[src/hw/nph_pkg.sv]
/*
  Constants, encodings and state types for the network parameter host
  handshake block.
  Assumes a 16-bit word-addressed buffer memory port from the host CPU.
*/
package nph_pkg;

  // ----------------------------------------------------------------
  // Buffer memory map (word addresses)
  // ----------------------------------------------------------------
  localparam logic [15:0] ADDR_PARAM_LAST = 16'h000f; // Local parameter area end
  localparam logic [15:0] ADDR_TARGET_SEL = 16'h0983; // Remote read target word
  localparam logic [15:0] ADDR_PW_STATUS  = 16'h09d2; // Parameter write status
  localparam logic [15:0] ADDR_RR_RESULT  = 16'h09d3; // Remote read result
  localparam logic [15:0] ADDR_RES_BASE   = 16'h1200; // Remote data window start
  localparam logic [15:0] ADDR_RES_LAST   = 16'h121b; // Remote data window end

  // ----------------------------------------------------------------
  // Field layout
  // ----------------------------------------------------------------
  localparam int          PARAM_WORDS     = 16;       // Stored local words
  localparam int          RES_WORDS       = 28;       // Remote window words
  localparam int          RES_IDX_W       = 5;        // Remote window index width
  localparam logic [4:0]  RES_LAST_IDX    = 5'h1b;    // Last remote window index
  localparam logic [3:0]  IDX_AREA1_START = 4'h8;     // Bit area start
  localparam logic [3:0]  IDX_AREA1_SIZE  = 4'h9;     // Bit area size
  localparam logic [3:0]  IDX_AREA2_START = 4'ha;     // Word area start
  localparam logic [3:0]  IDX_AREA2_SIZE  = 4'hb;     // Word area size
  localparam logic [3:0]  IDX_TOKEN_TIME  = 4'hc;     // Token watch timeout
  localparam int          SEL_BIT         = 15;       // Read kind select bit
  localparam logic [16:0] AREA1_WORDS     = 17'h00200; // Bit area capacity
  localparam logic [16:0] AREA2_WORDS     = 17'h02000; // Word area capacity
  localparam logic [7:0]  NODE_MIN        = 8'h01;    // Lowest legal node
  localparam logic [7:0]  NODE_MAX        = 8'hfe;    // Highest legal node

  // ----------------------------------------------------------------
  // Reset values and result codes
  // ----------------------------------------------------------------
  localparam logic [15:0] RESET_WORD      = 16'h0000; // Cleared word
  localparam logic [15:0] STATUS_OK       = 16'h0000; // Success code
  localparam logic [15:0] ERR_AREA1       = 16'h0001; // Bit area overflow
  localparam logic [15:0] ERR_AREA2       = 16'h0002; // Word area overflow
  localparam logic [15:0] ERR_TOKEN_TIME  = 16'h0003; // Zero token timeout
  localparam logic [15:0] ERR_NOT_JOINED  = 16'h0010; // Read while not in token
  localparam logic [15:0] ERR_REMOTE      = 16'h0011; // Remote node failure

  // ----------------------------------------------------------------
  // State encodings (one bit changes per step from idle up to done)
  // ----------------------------------------------------------------
  typedef enum logic [1:0] {
    PW_IDLE  = 2'b00,
    PW_CHECK = 2'b01,
    PW_DONE  = 2'b11
  } nph_pw_state_t;

  typedef enum logic [1:0] {
    RR_IDLE = 2'b00,
    RR_BUSY = 2'b01,
    RR_DONE = 2'b11
  } nph_rr_state_t;

  typedef enum logic {
    FE_IDLE = 1'b0,
    FE_WAIT = 1'b1
  } nph_fe_state_t;

endpackage

[src/hw/nph_fetch_if.sv]
/*
  Carrier between the handshake core and the remote fetch engine.
  Assumes both ends share the system clock.
*/
`timescale 1ns/1ps
interface nph_fetch_if;
  logic        start;     // One-cycle start of a fetch
  logic        sel;       // 0 parameters, 1 join information
  logic [7:0]  node;      // Target node number
  logic        wr_en;     // Result word strobe
  logic [4:0]  wr_idx;    // Result word index
  logic [15:0] wr_data;   // Result word
  logic        done;      // One-cycle fetch end
  logic [15:0] err_code;  // Fetch outcome, zero on success

  modport ctl (output start, sel, node, input wr_en, wr_idx, wr_data, done, err_code);
  modport eng (input start, sel, node, output wr_en, wr_idx, wr_data, done, err_code);
endinterface

[src/hw/nph_core.sv]
/*
  Host command handshake core: local parameter write with token join,
  remote information read, and the host buffer memory port.
  Assumes host request levels and buffer accesses are synchronous to
  sys_clk_i and that the network side follows the fetch engine protocol.
*/
`timescale 1ns/1ps
module nph_core
  import nph_pkg::*;
(
  // Clock and reset
  input  wire logic        sys_clk_i,
  input  wire logic        reset_i,
  // Node switch setting
  input  wire logic [7:0]  switch_node_i,
  // Host request levels
  input  wire logic        param_write_request_i,
  input  wire logic        remote_read_request_i,
  // Host status levels
  output logic             module_ready_flag_o,
  output logic             param_write_done_o,
  output logic             param_error_flag_o,
  output logic             token_joined_flag_o,
  output logic             remote_read_done_o,
  // Host buffer memory port
  input  wire logic [15:0] bm_addr_i,
  input  wire logic        bm_wr_i,
  input  wire logic        bm_rd_i,
  input  wire logic [15:0] bm_wdata_i,
  output logic [15:0]      bm_rdata_o,
  // Network side
  output logic             net_req_o,
  output logic [7:0]       net_node_o,
  output logic             net_sel_o,
  input  wire logic        net_valid_i,
  input  wire logic [15:0] net_data_i,
  input  wire logic        net_last_i,
  input  wire logic        net_err_i
);
  import nph_pkg::*;

  logic [15:0]   param_mem [0:PARAM_WORDS-1]; // Local parameter words
  logic [15:0]   res_mem   [0:RES_WORDS-1];   // Remote data window
  logic [15:0]   target_reg;                  // Remote read target word
  logic [15:0]   pw_status_reg;               // Parameter write status
  logic [15:0]   rr_result_reg;               // Remote read result
  logic          ready_reg;                   // Module ready
  logic          pw_done_reg;                 // Write completion
  logic          pw_err_reg;                  // Parameter error
  logic          token_reg;                   // Token joined
  logic          rr_done_reg;                 // Read completion
  logic          start_reg;                   // Fetch start pulse
  logic [15:0]   rdata_reg;                   // Read data
  logic [15:0]   rdata_next;                  // Read data mux
  logic [15:0]   pw_code_next;                // Parameter check outcome
  logic          sw_ok;                       // Switch setting legal
  logic [16:0]   area1_end;                   // Bit area end
  logic [16:0]   area2_end;                   // Word area end
  logic [4:0]    res_idx;                     // Window index of host address
  nph_pw_state_t pw_state_reg;                // Parameter write sequence
  nph_rr_state_t rr_state_reg;                // Remote read sequence

  nph_fetch_if fif ();

  // ----------------------------------------------------------------
  // Module ready
  // ----------------------------------------------------------------
  // Switches are checked every cycle after release; an illegal node
  // number keeps ready low until the setting is corrected
  assign sw_ok = (switch_node_i >= NODE_MIN) && (switch_node_i <= NODE_MAX);

  always_ff @(posedge sys_clk_i) begin
    if (reset_i) begin
      ready_reg <= 1'b0;
    end else begin
      ready_reg <= sw_ok;
    end
  end

  // ----------------------------------------------------------------
  // Parameter check
  // ----------------------------------------------------------------
  // Sums are one bit wider so an overflowing area cannot wrap to legal
  assign area1_end = {1'b0, param_mem[IDX_AREA1_START]} + {1'b0, param_mem[IDX_AREA1_SIZE]};
  assign area2_end = {1'b0, param_mem[IDX_AREA2_START]} + {1'b0, param_mem[IDX_AREA2_SIZE]};

  always_comb begin
    pw_code_next = STATUS_OK;
    if (area1_end > AREA1_WORDS) begin
      pw_code_next = ERR_AREA1;
    end else if (area2_end > AREA2_WORDS) begin
      pw_code_next = ERR_AREA2;
    end else if (param_mem[IDX_TOKEN_TIME] == RESET_WORD) begin
      pw_code_next = ERR_TOKEN_TIME;
    end
  end

  // ----------------------------------------------------------------
  // Parameter write handshake
  // ----------------------------------------------------------------
  // Parameters are judged one cycle after the request, so the area must
  // already be loaded when the request rises
  always_ff @(posedge sys_clk_i) begin
    if (reset_i) begin
      pw_state_reg  <= PW_IDLE;
      pw_done_reg   <= 1'b0;
      pw_err_reg    <= 1'b0;
      token_reg     <= 1'b0;
      pw_status_reg <= RESET_WORD;
    end else begin
      unique case (pw_state_reg)
        PW_IDLE: begin
          if (param_write_request_i && ready_reg) begin
            pw_state_reg <= PW_CHECK;
          end
        end
        PW_CHECK: begin
          pw_done_reg   <= 1'b1;
          pw_status_reg <= pw_code_next;
          pw_state_reg  <= PW_DONE;
          if (pw_code_next == STATUS_OK) begin
            pw_err_reg <= 1'b0;
            token_reg  <= 1'b1;
          end else begin
            pw_err_reg <= 1'b1;
            token_reg  <= 1'b0;   // A rejected rewrite leaves the token
          end
        end
        PW_DONE: begin
          // Done stays up until the host has seen it
          if (!param_write_request_i) begin
            pw_done_reg  <= 1'b0;
            pw_state_reg <= PW_IDLE;
          end
        end
        default: begin
          pw_state_reg <= PW_IDLE;
        end
      endcase
    end
  end

  // ----------------------------------------------------------------
  // Remote read handshake
  // ----------------------------------------------------------------
  // Node and kind come from the target word as the start pulse reaches the fetch engine, a cycle after the request is taken
  always_ff @(posedge sys_clk_i) begin
    if (reset_i) begin
      rr_state_reg  <= RR_IDLE;
      rr_done_reg   <= 1'b0;
      rr_result_reg <= RESET_WORD;
      start_reg     <= 1'b0;
    end else begin
      start_reg <= 1'b0;
      unique case (rr_state_reg)
        RR_IDLE: begin
          if (remote_read_request_i && ready_reg) begin
            if (token_reg) begin
              start_reg    <= 1'b1;
              rr_state_reg <= RR_BUSY;
            end else begin
              // Out of the token nothing can be fetched
              rr_result_reg <= ERR_NOT_JOINED;
              rr_done_reg   <= 1'b1;
              rr_state_reg  <= RR_DONE;
            end
          end
        end
        RR_BUSY: begin
          if (fif.done) begin
            rr_result_reg <= fif.err_code;
            rr_done_reg   <= 1'b1;
            rr_state_reg  <= RR_DONE;
          end
        end
        RR_DONE: begin
          // Held until the host drops its request
          if (!remote_read_request_i) begin
            rr_done_reg  <= 1'b0;
            rr_state_reg <= RR_IDLE;
          end
        end
        default: begin
          rr_state_reg <= RR_IDLE;
        end
      endcase
    end
  end

  assign fif.start = start_reg;
  assign fif.sel   = target_reg[SEL_BIT];
  assign fif.node  = target_reg[7:0];

  // ----------------------------------------------------------------
  // Host buffer memory writes
  // ----------------------------------------------------------------
  // Status and result words are read only; writes to them are dropped
  always_ff @(posedge sys_clk_i) begin
    if (reset_i) begin
      target_reg <= RESET_WORD;
      for (int i = 0; i < PARAM_WORDS; i++) begin
        param_mem[i] <= RESET_WORD;
      end
    end else if (bm_wr_i) begin
      if (bm_addr_i <= ADDR_PARAM_LAST) begin
        param_mem[bm_addr_i[3:0]] <= bm_wdata_i;
      end else if (bm_addr_i == ADDR_TARGET_SEL) begin
        target_reg <= bm_wdata_i;
      end
    end
  end

  // Remote window filled by the fetch engine only
  always_ff @(posedge sys_clk_i) begin
    if (reset_i) begin
      for (int i = 0; i < RES_WORDS; i++) begin
        res_mem[i] <= RESET_WORD;
      end
    end else if (fif.wr_en) begin
      res_mem[fif.wr_idx] <= fif.wr_data;
    end
  end

  // ----------------------------------------------------------------
  // Host buffer memory reads
  // ----------------------------------------------------------------
  assign res_idx = RES_IDX_W'(bm_addr_i - ADDR_RES_BASE);

  // Unmapped addresses read as zero
  always_comb begin
    rdata_next = RESET_WORD;
    if (bm_addr_i <= ADDR_PARAM_LAST) begin
      rdata_next = param_mem[bm_addr_i[3:0]];
    end else if (bm_addr_i == ADDR_TARGET_SEL) begin
      rdata_next = target_reg;
    end else if (bm_addr_i == ADDR_PW_STATUS) begin
      rdata_next = pw_status_reg;
    end else if (bm_addr_i == ADDR_RR_RESULT) begin
      rdata_next = rr_result_reg;
    end else if ((bm_addr_i >= ADDR_RES_BASE) && (bm_addr_i <= ADDR_RES_LAST)) begin
      rdata_next = res_mem[res_idx];
    end
  end

  // Data holds between reads, one cycle after the strobe
  always_ff @(posedge sys_clk_i) begin
    if (reset_i) begin
      rdata_reg <= RESET_WORD;
    end else if (bm_rd_i) begin
      rdata_reg <= rdata_next;
    end
  end

  // ----------------------------------------------------------------
  // Fetch engine
  // ----------------------------------------------------------------
  nph_fetch u_fetch (
    .sys_clk_i   (sys_clk_i),
    .reset_i     (reset_i),
    .fif         (fif.eng),
    .net_req_o   (net_req_o),
    .net_node_o  (net_node_o),
    .net_sel_o   (net_sel_o),
    .net_valid_i (net_valid_i),
    .net_data_i  (net_data_i),
    .net_last_i  (net_last_i),
    .net_err_i   (net_err_i)
  );

  assign module_ready_flag_o = ready_reg;
  assign param_write_done_o  = pw_done_reg;
  assign param_error_flag_o  = pw_err_reg;
  assign token_joined_flag_o = token_reg;
  assign remote_read_done_o  = rr_done_reg;
  assign bm_rdata_o          = rdata_reg;

  // ----------------------------------------------------------------
  // Checks
  // ----------------------------------------------------------------
  chk_ready_switch: assert property (@(posedge sys_clk_i) disable iff (reset_i)
    !$past(reset_i) |-> (module_ready_flag_o == $past(sw_ok)))
    else $error("ready does not follow switch check");
  chk_write_ok_status: assert property (@(posedge sys_clk_i) disable iff (reset_i)
    ($rose(param_write_done_o) && !param_error_flag_o) |-> (pw_status_reg == STATUS_OK))
    else $error("good write with nonzero status");
  chk_write_ok_token: assert property (@(posedge sys_clk_i) disable iff (reset_i)
    ($rose(param_write_done_o) && !param_error_flag_o) |-> token_joined_flag_o)
    else $error("good write without token join");
  chk_write_bad_code: assert property (@(posedge sys_clk_i) disable iff (reset_i)
    ($rose(param_write_done_o) && param_error_flag_o) |-> (pw_status_reg != STATUS_OK))
    else $error("failed write with zero status");
  chk_write_timing: assert property (@(posedge sys_clk_i) disable iff (reset_i)
    (pw_state_reg == PW_IDLE && param_write_request_i && module_ready_flag_o)
      |-> ##2 param_write_done_o)
    else $error("write completion not two cycles after request");
  chk_write_done_clear: assert property (@(posedge sys_clk_i) disable iff (reset_i)
    (param_write_done_o && !param_write_request_i) |=> !param_write_done_o)
    else $error("write done kept after request dropped");
  chk_read_done_clear: assert property (@(posedge sys_clk_i) disable iff (reset_i)
    (remote_read_done_o && !remote_read_request_i) |=> !remote_read_done_o)
    else $error("read done kept after request dropped");
  chk_read_result: assert property (@(posedge sys_clk_i) disable iff (reset_i)
    (rr_state_reg == RR_BUSY && fif.done) |=> remote_read_done_o
      && (rr_result_reg == $past(fif.err_code)))
    else $error("read result not taken from fetch outcome");
  chk_read_held: assert property (@(posedge sys_clk_i) disable iff (reset_i)
    (remote_read_done_o && remote_read_request_i) |=> remote_read_done_o)
    else $error("read done dropped while request high");
  cov_write_ok: cover property (@(posedge sys_clk_i) disable iff (reset_i)
    $rose(param_write_done_o) && !param_error_flag_o);
  cov_write_bad: cover property (@(posedge sys_clk_i) disable iff (reset_i)
    $rose(param_write_done_o) && param_error_flag_o);
  cov_read_ok: cover property (@(posedge sys_clk_i) disable iff (reset_i)
    $rose(remote_read_done_o) && (rr_result_reg == STATUS_OK));

endmodule

[src/hw/nph_fetch.sv]
/*
  Remote fetch engine: asks the network side for a node's information
  and streams the returned words into the result window.
  Assumes the network side answers each request with valid words and
  ends with a last or error strobe.
*/
`timescale 1ns/1ps
module nph_fetch
  import nph_pkg::*;
(
  // Clock and reset
  input  wire logic        sys_clk_i,
  input  wire logic        reset_i,
  // Core side
  nph_fetch_if.eng         fif,
  // Network side
  output logic             net_req_o,
  output logic [7:0]       net_node_o,
  output logic             net_sel_o,
  input  wire logic        net_valid_i,
  input  wire logic [15:0] net_data_i,
  input  wire logic        net_last_i,
  input  wire logic        net_err_i
);
  import nph_pkg::*;

  nph_fe_state_t state_reg;     // Engine state
  logic [4:0]    cnt_reg;       // Next result index
  logic          wr_en_reg;     // Registered strobe
  logic [4:0]    wr_idx_reg;    // Registered index
  logic [15:0]   wr_data_reg;   // Registered word
  logic          done_reg;      // Registered end pulse
  logic [15:0]   err_reg;       // Registered outcome
  logic          req_reg;       // Network request level
  logic [7:0]    node_reg;      // Captured node
  logic          sel_reg;       // Captured select

  // ----------------------------------------------------------------
  // Request sequencing
  // ----------------------------------------------------------------
  // Request level stays up until the network ends the frame
  always_ff @(posedge sys_clk_i) begin
    if (reset_i) begin
      state_reg <= FE_IDLE;
      req_reg   <= 1'b0;
      node_reg  <= 8'h00;
      sel_reg   <= 1'b0;
      done_reg  <= 1'b0;
      err_reg   <= STATUS_OK;
    end else begin
      done_reg <= 1'b0;
      unique case (state_reg)
        FE_IDLE: begin
          if (fif.start) begin
            req_reg   <= 1'b1;
            node_reg  <= fif.node;
            sel_reg   <= fif.sel;
            state_reg <= FE_WAIT;
          end
        end
        FE_WAIT: begin
          if (net_last_i || net_err_i) begin
            req_reg   <= 1'b0;
            done_reg  <= 1'b1;
            err_reg   <= net_err_i ? ERR_REMOTE : STATUS_OK;
            state_reg <= FE_IDLE;
          end
        end
      endcase
    end
  end

  // ----------------------------------------------------------------
  // Result streaming
  // ----------------------------------------------------------------
  // Words past the window end are dropped, so nothing outside it is hit
  always_ff @(posedge sys_clk_i) begin
    if (reset_i) begin
      cnt_reg     <= 5'h00;
      wr_en_reg   <= 1'b0;
      wr_idx_reg  <= 5'h00;
      wr_data_reg <= RESET_WORD;
    end else begin
      wr_en_reg <= 1'b0;
      if (state_reg == FE_IDLE) begin
        cnt_reg <= 5'h00;
      end else if (net_valid_i && (cnt_reg <= RES_LAST_IDX)) begin
        wr_en_reg   <= 1'b1;
        wr_idx_reg  <= cnt_reg;
        wr_data_reg <= net_data_i;
        cnt_reg     <= 5'(cnt_reg + 5'h01);
      end
    end
  end

  assign fif.wr_en    = wr_en_reg;
  assign fif.wr_idx   = wr_idx_reg;
  assign fif.wr_data  = wr_data_reg;
  assign fif.done     = done_reg;
  assign fif.err_code = err_reg;
  assign net_req_o    = req_reg;
  assign net_node_o   = node_reg;
  assign net_sel_o    = sel_reg;

  // ----------------------------------------------------------------
  // Checks
  // ----------------------------------------------------------------
  chk_window_bound: assert property (@(posedge sys_clk_i) disable iff (reset_i)
    wr_en_reg |-> (wr_idx_reg <= RES_LAST_IDX))
    else $error("result write outside window");
  chk_select_capture: assert property (@(posedge sys_clk_i) disable iff (reset_i)
    (state_reg == FE_IDLE && fif.start) |=> (net_sel_o == $past(fif.sel)) && net_req_o)
    else $error("read kind not taken from start");
  cov_full_window: cover property (@(posedge sys_clk_i) disable iff (reset_i)
    wr_en_reg && (wr_idx_reg == RES_LAST_IDX));

endmodule

[config.mk]
export PLATFORM = sky130hd
export DESIGN_NAME = nph_core
export DESIGN_NICKNAME = d
export VERILOG_FILES = /design/src/hw/nph_pkg.sv /design/src/hw/nph_fetch_if.sv /design/src/hw/nph_core.sv /design/src/hw/nph_fetch.sv
export SDC_FILE = /design/constraint.sdc
export NUM_CORES = 1
export LEC_CHECK = 0
export ABC_AREA = 0
export BUFFER_PORTS_ARGS = -buffer_cell sky130_fd_sc_hd__buf_4
export CAP_MARGIN = 15
export CORE_MARGIN = 4
export CORE_UTILIZATION = 50
export DETAILED_ROUTE_END_ITERATION = 6
export PLACE_DENSITY = 0.66
export SLEW_MARGIN = 20
export SYNTH_ARGS = -nofsm -noshare
export SYNTH_HDL_FRONTEND = slang
export SYNTH_HIERARCHICAL = 1
export SYNTH_SLANG_ARGS = --single-unit
[constraint.sdc]
create_clock -name sys_clk_i -period 4.2 [get_ports sys_clk_i]
set_input_delay 0 -clock sys_clk_i [delete_from_list [all_inputs] [get_ports sys_clk_i]]
set_output_delay 0 -clock sys_clk_i [all_outputs]
set_load 0.05 [all_outputs]
Word level (Yosys, flattened, before mapping) --
Memories as Yosys holds them, arrays and structs flattened. Index checks and enable logic that the tools add are counted.
Word-level totals: bits in registers 129, bits in writable memories 704, bits of input ports 65, output and inout port bits 31, logic and storage cells 136, memories 2
Memories:
- res_mem | words 28, bits a word 16, rd ports 1, clocked after Yosys merged registers in 0, write ports 28, line nph_core.sv:43 | logic [15:0] res_mem [0:RES_WORDS-1];
- param_mem | words 16, bits a word 16, rd ports 6, clocked after Yosys merged registers in 0, write ports 16, line nph_core.sv:42 | logic [15:0] param_mem [0:PARAM_WORDS-1];
Cells by class: add/subtract/negate cells 4, magnitude comparators 8, eq/ne operators 15, muxes and demuxes 54, bitwise logic cells 4, reduce and logical (&&, ||, !) cells 27
Operators with widths (number):
- $mux W16 | 10
- $eq A16 B12 Y1 const B | 3
- $add A16 B16 Y17 | 2
- $logic_not A16 Y1 | 2
- $pmux W16 S2 | 1
- $reduce_or A16 Y1 | 2
- $mux W1 | 25
- $mux W2 | 9
- $gt A17 B10 Y1 const B | 1
- $gt A17 B14 Y1 const B | 1
- $ge A16 B13 Y1 const B | 1
- $le A16 B13 Y1 const B | 1
- $le A16 B4 Y1 const B | 1
- $ne A2 B2 Y1 const B | 7
- $pmux W2 S3 | 2
- $reduce_and A2 Y1 | 6
- $mux W5 | 2
- $ge A8 B1 Y1 const B | 1
- $le A8 B8 Y1 const B | 1
- $pmux W1 S2 | 3
- $reduce_and A3 Y1 | 2
- $add A5 B1 Y5 const B | 1
- $le A5 B5 Y1 const B | 1
- $logic_and A1 B1 Y1 | 5
- other kinds (15) | 22

Logic depth before layout (Yosys ltp) --
depth after elaboration 7, gate-level depth with buffers 11, gate-level depth less buffers 11

Hierarchy --
The synthesis kept the hierarchy.
Modules (own cells, without submodules):
- nph_core | times used 1, cells an instance 2519, area an instance 37637.3 µm², sequential area each 23542.6 µm²
- nph_fetch | times used 1, cells an instance 194, area an instance 1818.0 µm², sequential area each 800.8 µm²

Least setup slack after synthesis --
OpenSTA, ideal clock, no wires.
kind input -> register, from input bm_addr_i[15], to memory param_mem[8][0], enable pin, library setup time 411 ps, arrival time 2813 ps, data required time 3789 ps, path slack 976 ps, cell stages on the path 8, buffers on the path 1, cells stage by stage or4_4 > nor2_2 > nand2_2 > nor4_4 > nand3_1 > or3_1 > buf_4 > o21ai_0
RTL lines:
- start, declared | line nph_core.sv:26 | input wire logic [15:0] bm_addr_i,
- end, declared | line nph_core.sv:42

==> impl_metrics.json <==
{
  "arrival_ns": 3.88,
  "route.detailed.drc": 0,
  "reg_top3": "res_mem (488), param_mem (256)",
  "worstSetupEndpointType": "flop",
  "yosys.area_share.simple": 0.157,
  "io_pins": 96,
  "ys_ff_latch": 844,
  "slew_viol_final": 0,
  "layout.cells.non_filler": 4003,
  "synthTopCellsByArea": "edfxtp_1, mux4_2, and2_1",
  "yosysMostFrequentCell": "edfxtp_1",
  "cts_tree": "done",
  "place_area_um2": 41500,
  "dr_total_vias": 23763,
  "placedCellCount": 3759,
  "worst_pin_slew_ns": 1.13,
  "use_met2": 0.414,
  "first_global_vias": 23543,
  "yosysUniqueCellTypes": 75,
  "antenna_found_initial": 3,
  "rsz0062_at_grt": "no",
  "setup_viol": 0,
  "multi_input_area_um2": 14100,
  "fin_crit_sh": 0.788,
  "overflow": 0,
  "synthArstFlopShare": 0,
  "fmax_mhz": 302,
  "wl_per_cell_um": 26.3,
  "ys_warn_count": 6,
  "syn_area_um2": 39500,
  "drive_gt1_frac": 0.207,
  "postCtsResizedCells": 0,
  "detail-route-antenna-nets": 0,
  "worstHoldStart": "bm_addr_i[9]",
  "cts-root-buf": "clkbuf_16",
  "routed_via_density": 5.94,
  "gp_congestion": 0.892,
  "startpoint_type": "flop",
  "yosys-mux-area-fraction": 0.146,
  "clock-sinks": 844,
  "r2r-end": "token_joined_flag_o$_SDFFE_PP0P_",
  "insertion_delay_ns": 0.64,
  "post-route-min-period_ns": 3.31,
  "core_area_um2": 77800,
  "fin_hold_ws_ns": 0.0704,
  "drtIter0Drc": 2530,
  "die_w_um": 289,
  "synth_edf_count": 744,
  "port-buffer-count": 95,
  "ir_drop_v": 0.000323,
  "path_clk_slew_ns": 0.06,
  "finalHoldViolations": 0,
  "synthAdderAreaFrac": 0.0115,
  "final_area_um2": 45100,
  "synthCells": 2713,
  "synthFlopType": "edfxtp_1",
  "synth_top_area_cell": "edfxtp_1",
  "grt.met3_usage": 0.0462,
  "fp.dieH_um": 289,
  "grt-busiest-layer": "met2",
  "worst-r2r-setup-slack_ns": 0.89,
  "outcome": "complete, no violations",
  "synth-compound-area-share": 0.0392,
  "synth_top_cell_area_share": 0.566,
  "r2r_cells": 11,
  "path_max_fanout": 4,
  "rows": 102,
  "whs_endpoint": "bm_rdata_o[0]$_SDFFE_PP0P_",
  "grtUsageMet1": 0.349,
  "hp-class": "in -> reg",
  "n_fill_cell": 6035,
  "hpwlAfterDp_um": 67100,
  "drv_cap": 0,
  "wirelength_um": 105000,
  "firstDrtPassIters": 6,
  "p_per_area_nw_per_um2": 414,
  "tns_ns": 0,
  "holdPathStages": 6,
  "synth-xor-area-share": 0.00266,
  "yosysSeqAreaShare": 0.617,
  "grt_pass1_wl_um": 155000,
  "post_synth.cell_area_avg_um2": 14.5,
  "start_util": 0.507,
  "grt_max_degree": 72,
  "grt_usage": 0.253,
  "layout.nets": 2987,
  "critical_path_class": "reg -> reg",
  "die_area_um2": 83500,
  "htree_levels": 3,
  "largest_register_ffs": 488,
  "r2r_start": "param_mem[9][0]$_SDFFCE_PN0P_",
  "cts_buffers": 89,
  "p_total_w": 0.0187,
  "synth.cells.most_frequent": "edfxtp_1, and2_1, mux4_2, clkbuf_1, nor2_1",
  "synth_top_family_by_area": "simple AND/OR/NAND/NOR gates",
  "fin_skew_ns": 0.0241,
  "leakage_nw": 15.8,
  "regArea_um2": 24300,
  "regMostFlops": "res_mem",
  "area_growth_pct": 14.3,
  "critPathRequiredTime_ns": 4.77,
  "clockBufferDepth": 3,
  "relSlewSlack": 0.246
}
-- worst max-delay path, cell delays in order, from the launching register on --
cell and delay (ns):
edfxtp_1 0.39, ha_1 0.26, fa_1 0.43, a211oi_1 0.55, o211ai_1 0.22, nand2_1 0.14
xnor2_1 0.07, nor4_1 0.35, o211ai_1 0.12, or4_1 0.45, nor2_1 0.14, a32o_1 0.14
-- worst max path at each step --
stage	startpoint	slack, ns	endpoint	cells after the start
2_1_floorplan	bm_addr_i[15]	0.98	param_mem[8][0]$_SDFFCE_PN0P_	8
3_3_place_gp	param_mem[9][0]$_SDFFCE_PN0P_	0.99	token_joined_flag_o$_SDFFE_PP0P_	11
3_5_place_dp	param_mem[9][0]$_SDFFCE_PN0P_	0.98	pw_status_reg[1]$_SDFFE_PP0P_	10
4_1_cts	param_mem[9][0]$_SDFFCE_PN0P_	0.96	token_joined_flag_o$_SDFFE_PP0P_	11
5_1_grt	param_mem[9][0]$_SDFFCE_PN0P_	0.72	pw_status_reg[1]$_SDFFE_PP0P_	10
6_report	param_mem[9][0]$_SDFFCE_PN0P_	0.89	token_joined_flag_o$_SDFFE_PP0P_	11
-- layer usage --
layer	part of all wire	vias up	wire (um)
met3	0.081	178	8510
met1	0.40	12127	42000
met4	0.028	0	2960
li1	-	10392	-
met2	0.49	1066	52000
met5	0	-	0
-- cell families after synthesis --
family	Yosys count
AND/OR/NAND/NOR	1060
other	1
XOR/XNOR	12
multiplexers	288
AO/OA/AOI/OAI	236
flip-flops	844
buffers and inverters	237
adder cells (fa/ha/maj)	35
-- cell type report --
class | instances | share of cell area
Sequential cell | 844 | 0.540
Antenna cell | 3 | 0.000166
Tap cell | 1040 | 0.0289
Clock inverter | 38 | 0.00696
Multi-Input combinational cell | 1645 | 0.313
Clock buffer | 126 | 0.0550
Timing Repair Buffer | 284 | 0.0538
Inverter | 23 | 0.00191
-- report_power, final --
| part | internal, W | leakage (nW) | switching (W) |
|---|---|---|---|
| registers | 0.00945 | 7.78 | 0.000135 |
| logic | 0.000663 | 6.69 | 0.000891 |
| clock network | 0.00431 | 1.36 | 0.00324 |
| total | 0.0144 | 15.8 | 0.00427 |
-- timing repair --
action,in CTS,in global routing
hold buffers,77,0
setup buffers,0,0
endpoints found under the hold margin,327,0
-- metrics by stage --
step	util	setup slack, ns
2_1_floorplan	-	0.976
3_3_place_gp	0.533	0.990
3_5_place_dp	0.533	0.977
4_1_cts	0.579	0.961
5_1_grt	0.579	0.717
6_report	0.579	0.891
-- layout by cell type (no fill, tap or decap), types with 43 or more instances in the layout --
| cell type | n |
|---|---|
| nand2b_1 | 54 |
| mux4_2 | 228 |
| buf_4 | 198 |
| dfxtp_1 | 98 |
| nor2_1 | 125 |
| dlygate4sd3_1 | 77 |
| mux2i_1 | 43 |
| clkbuf_16 | 92 |
| a21oi_1 | 47 |
| nand2_1 | 66 |
| and2_1 | 705 |
| edfxtp_1 | 744 |
Note: power is estimated with default switching activity, not from simulation.
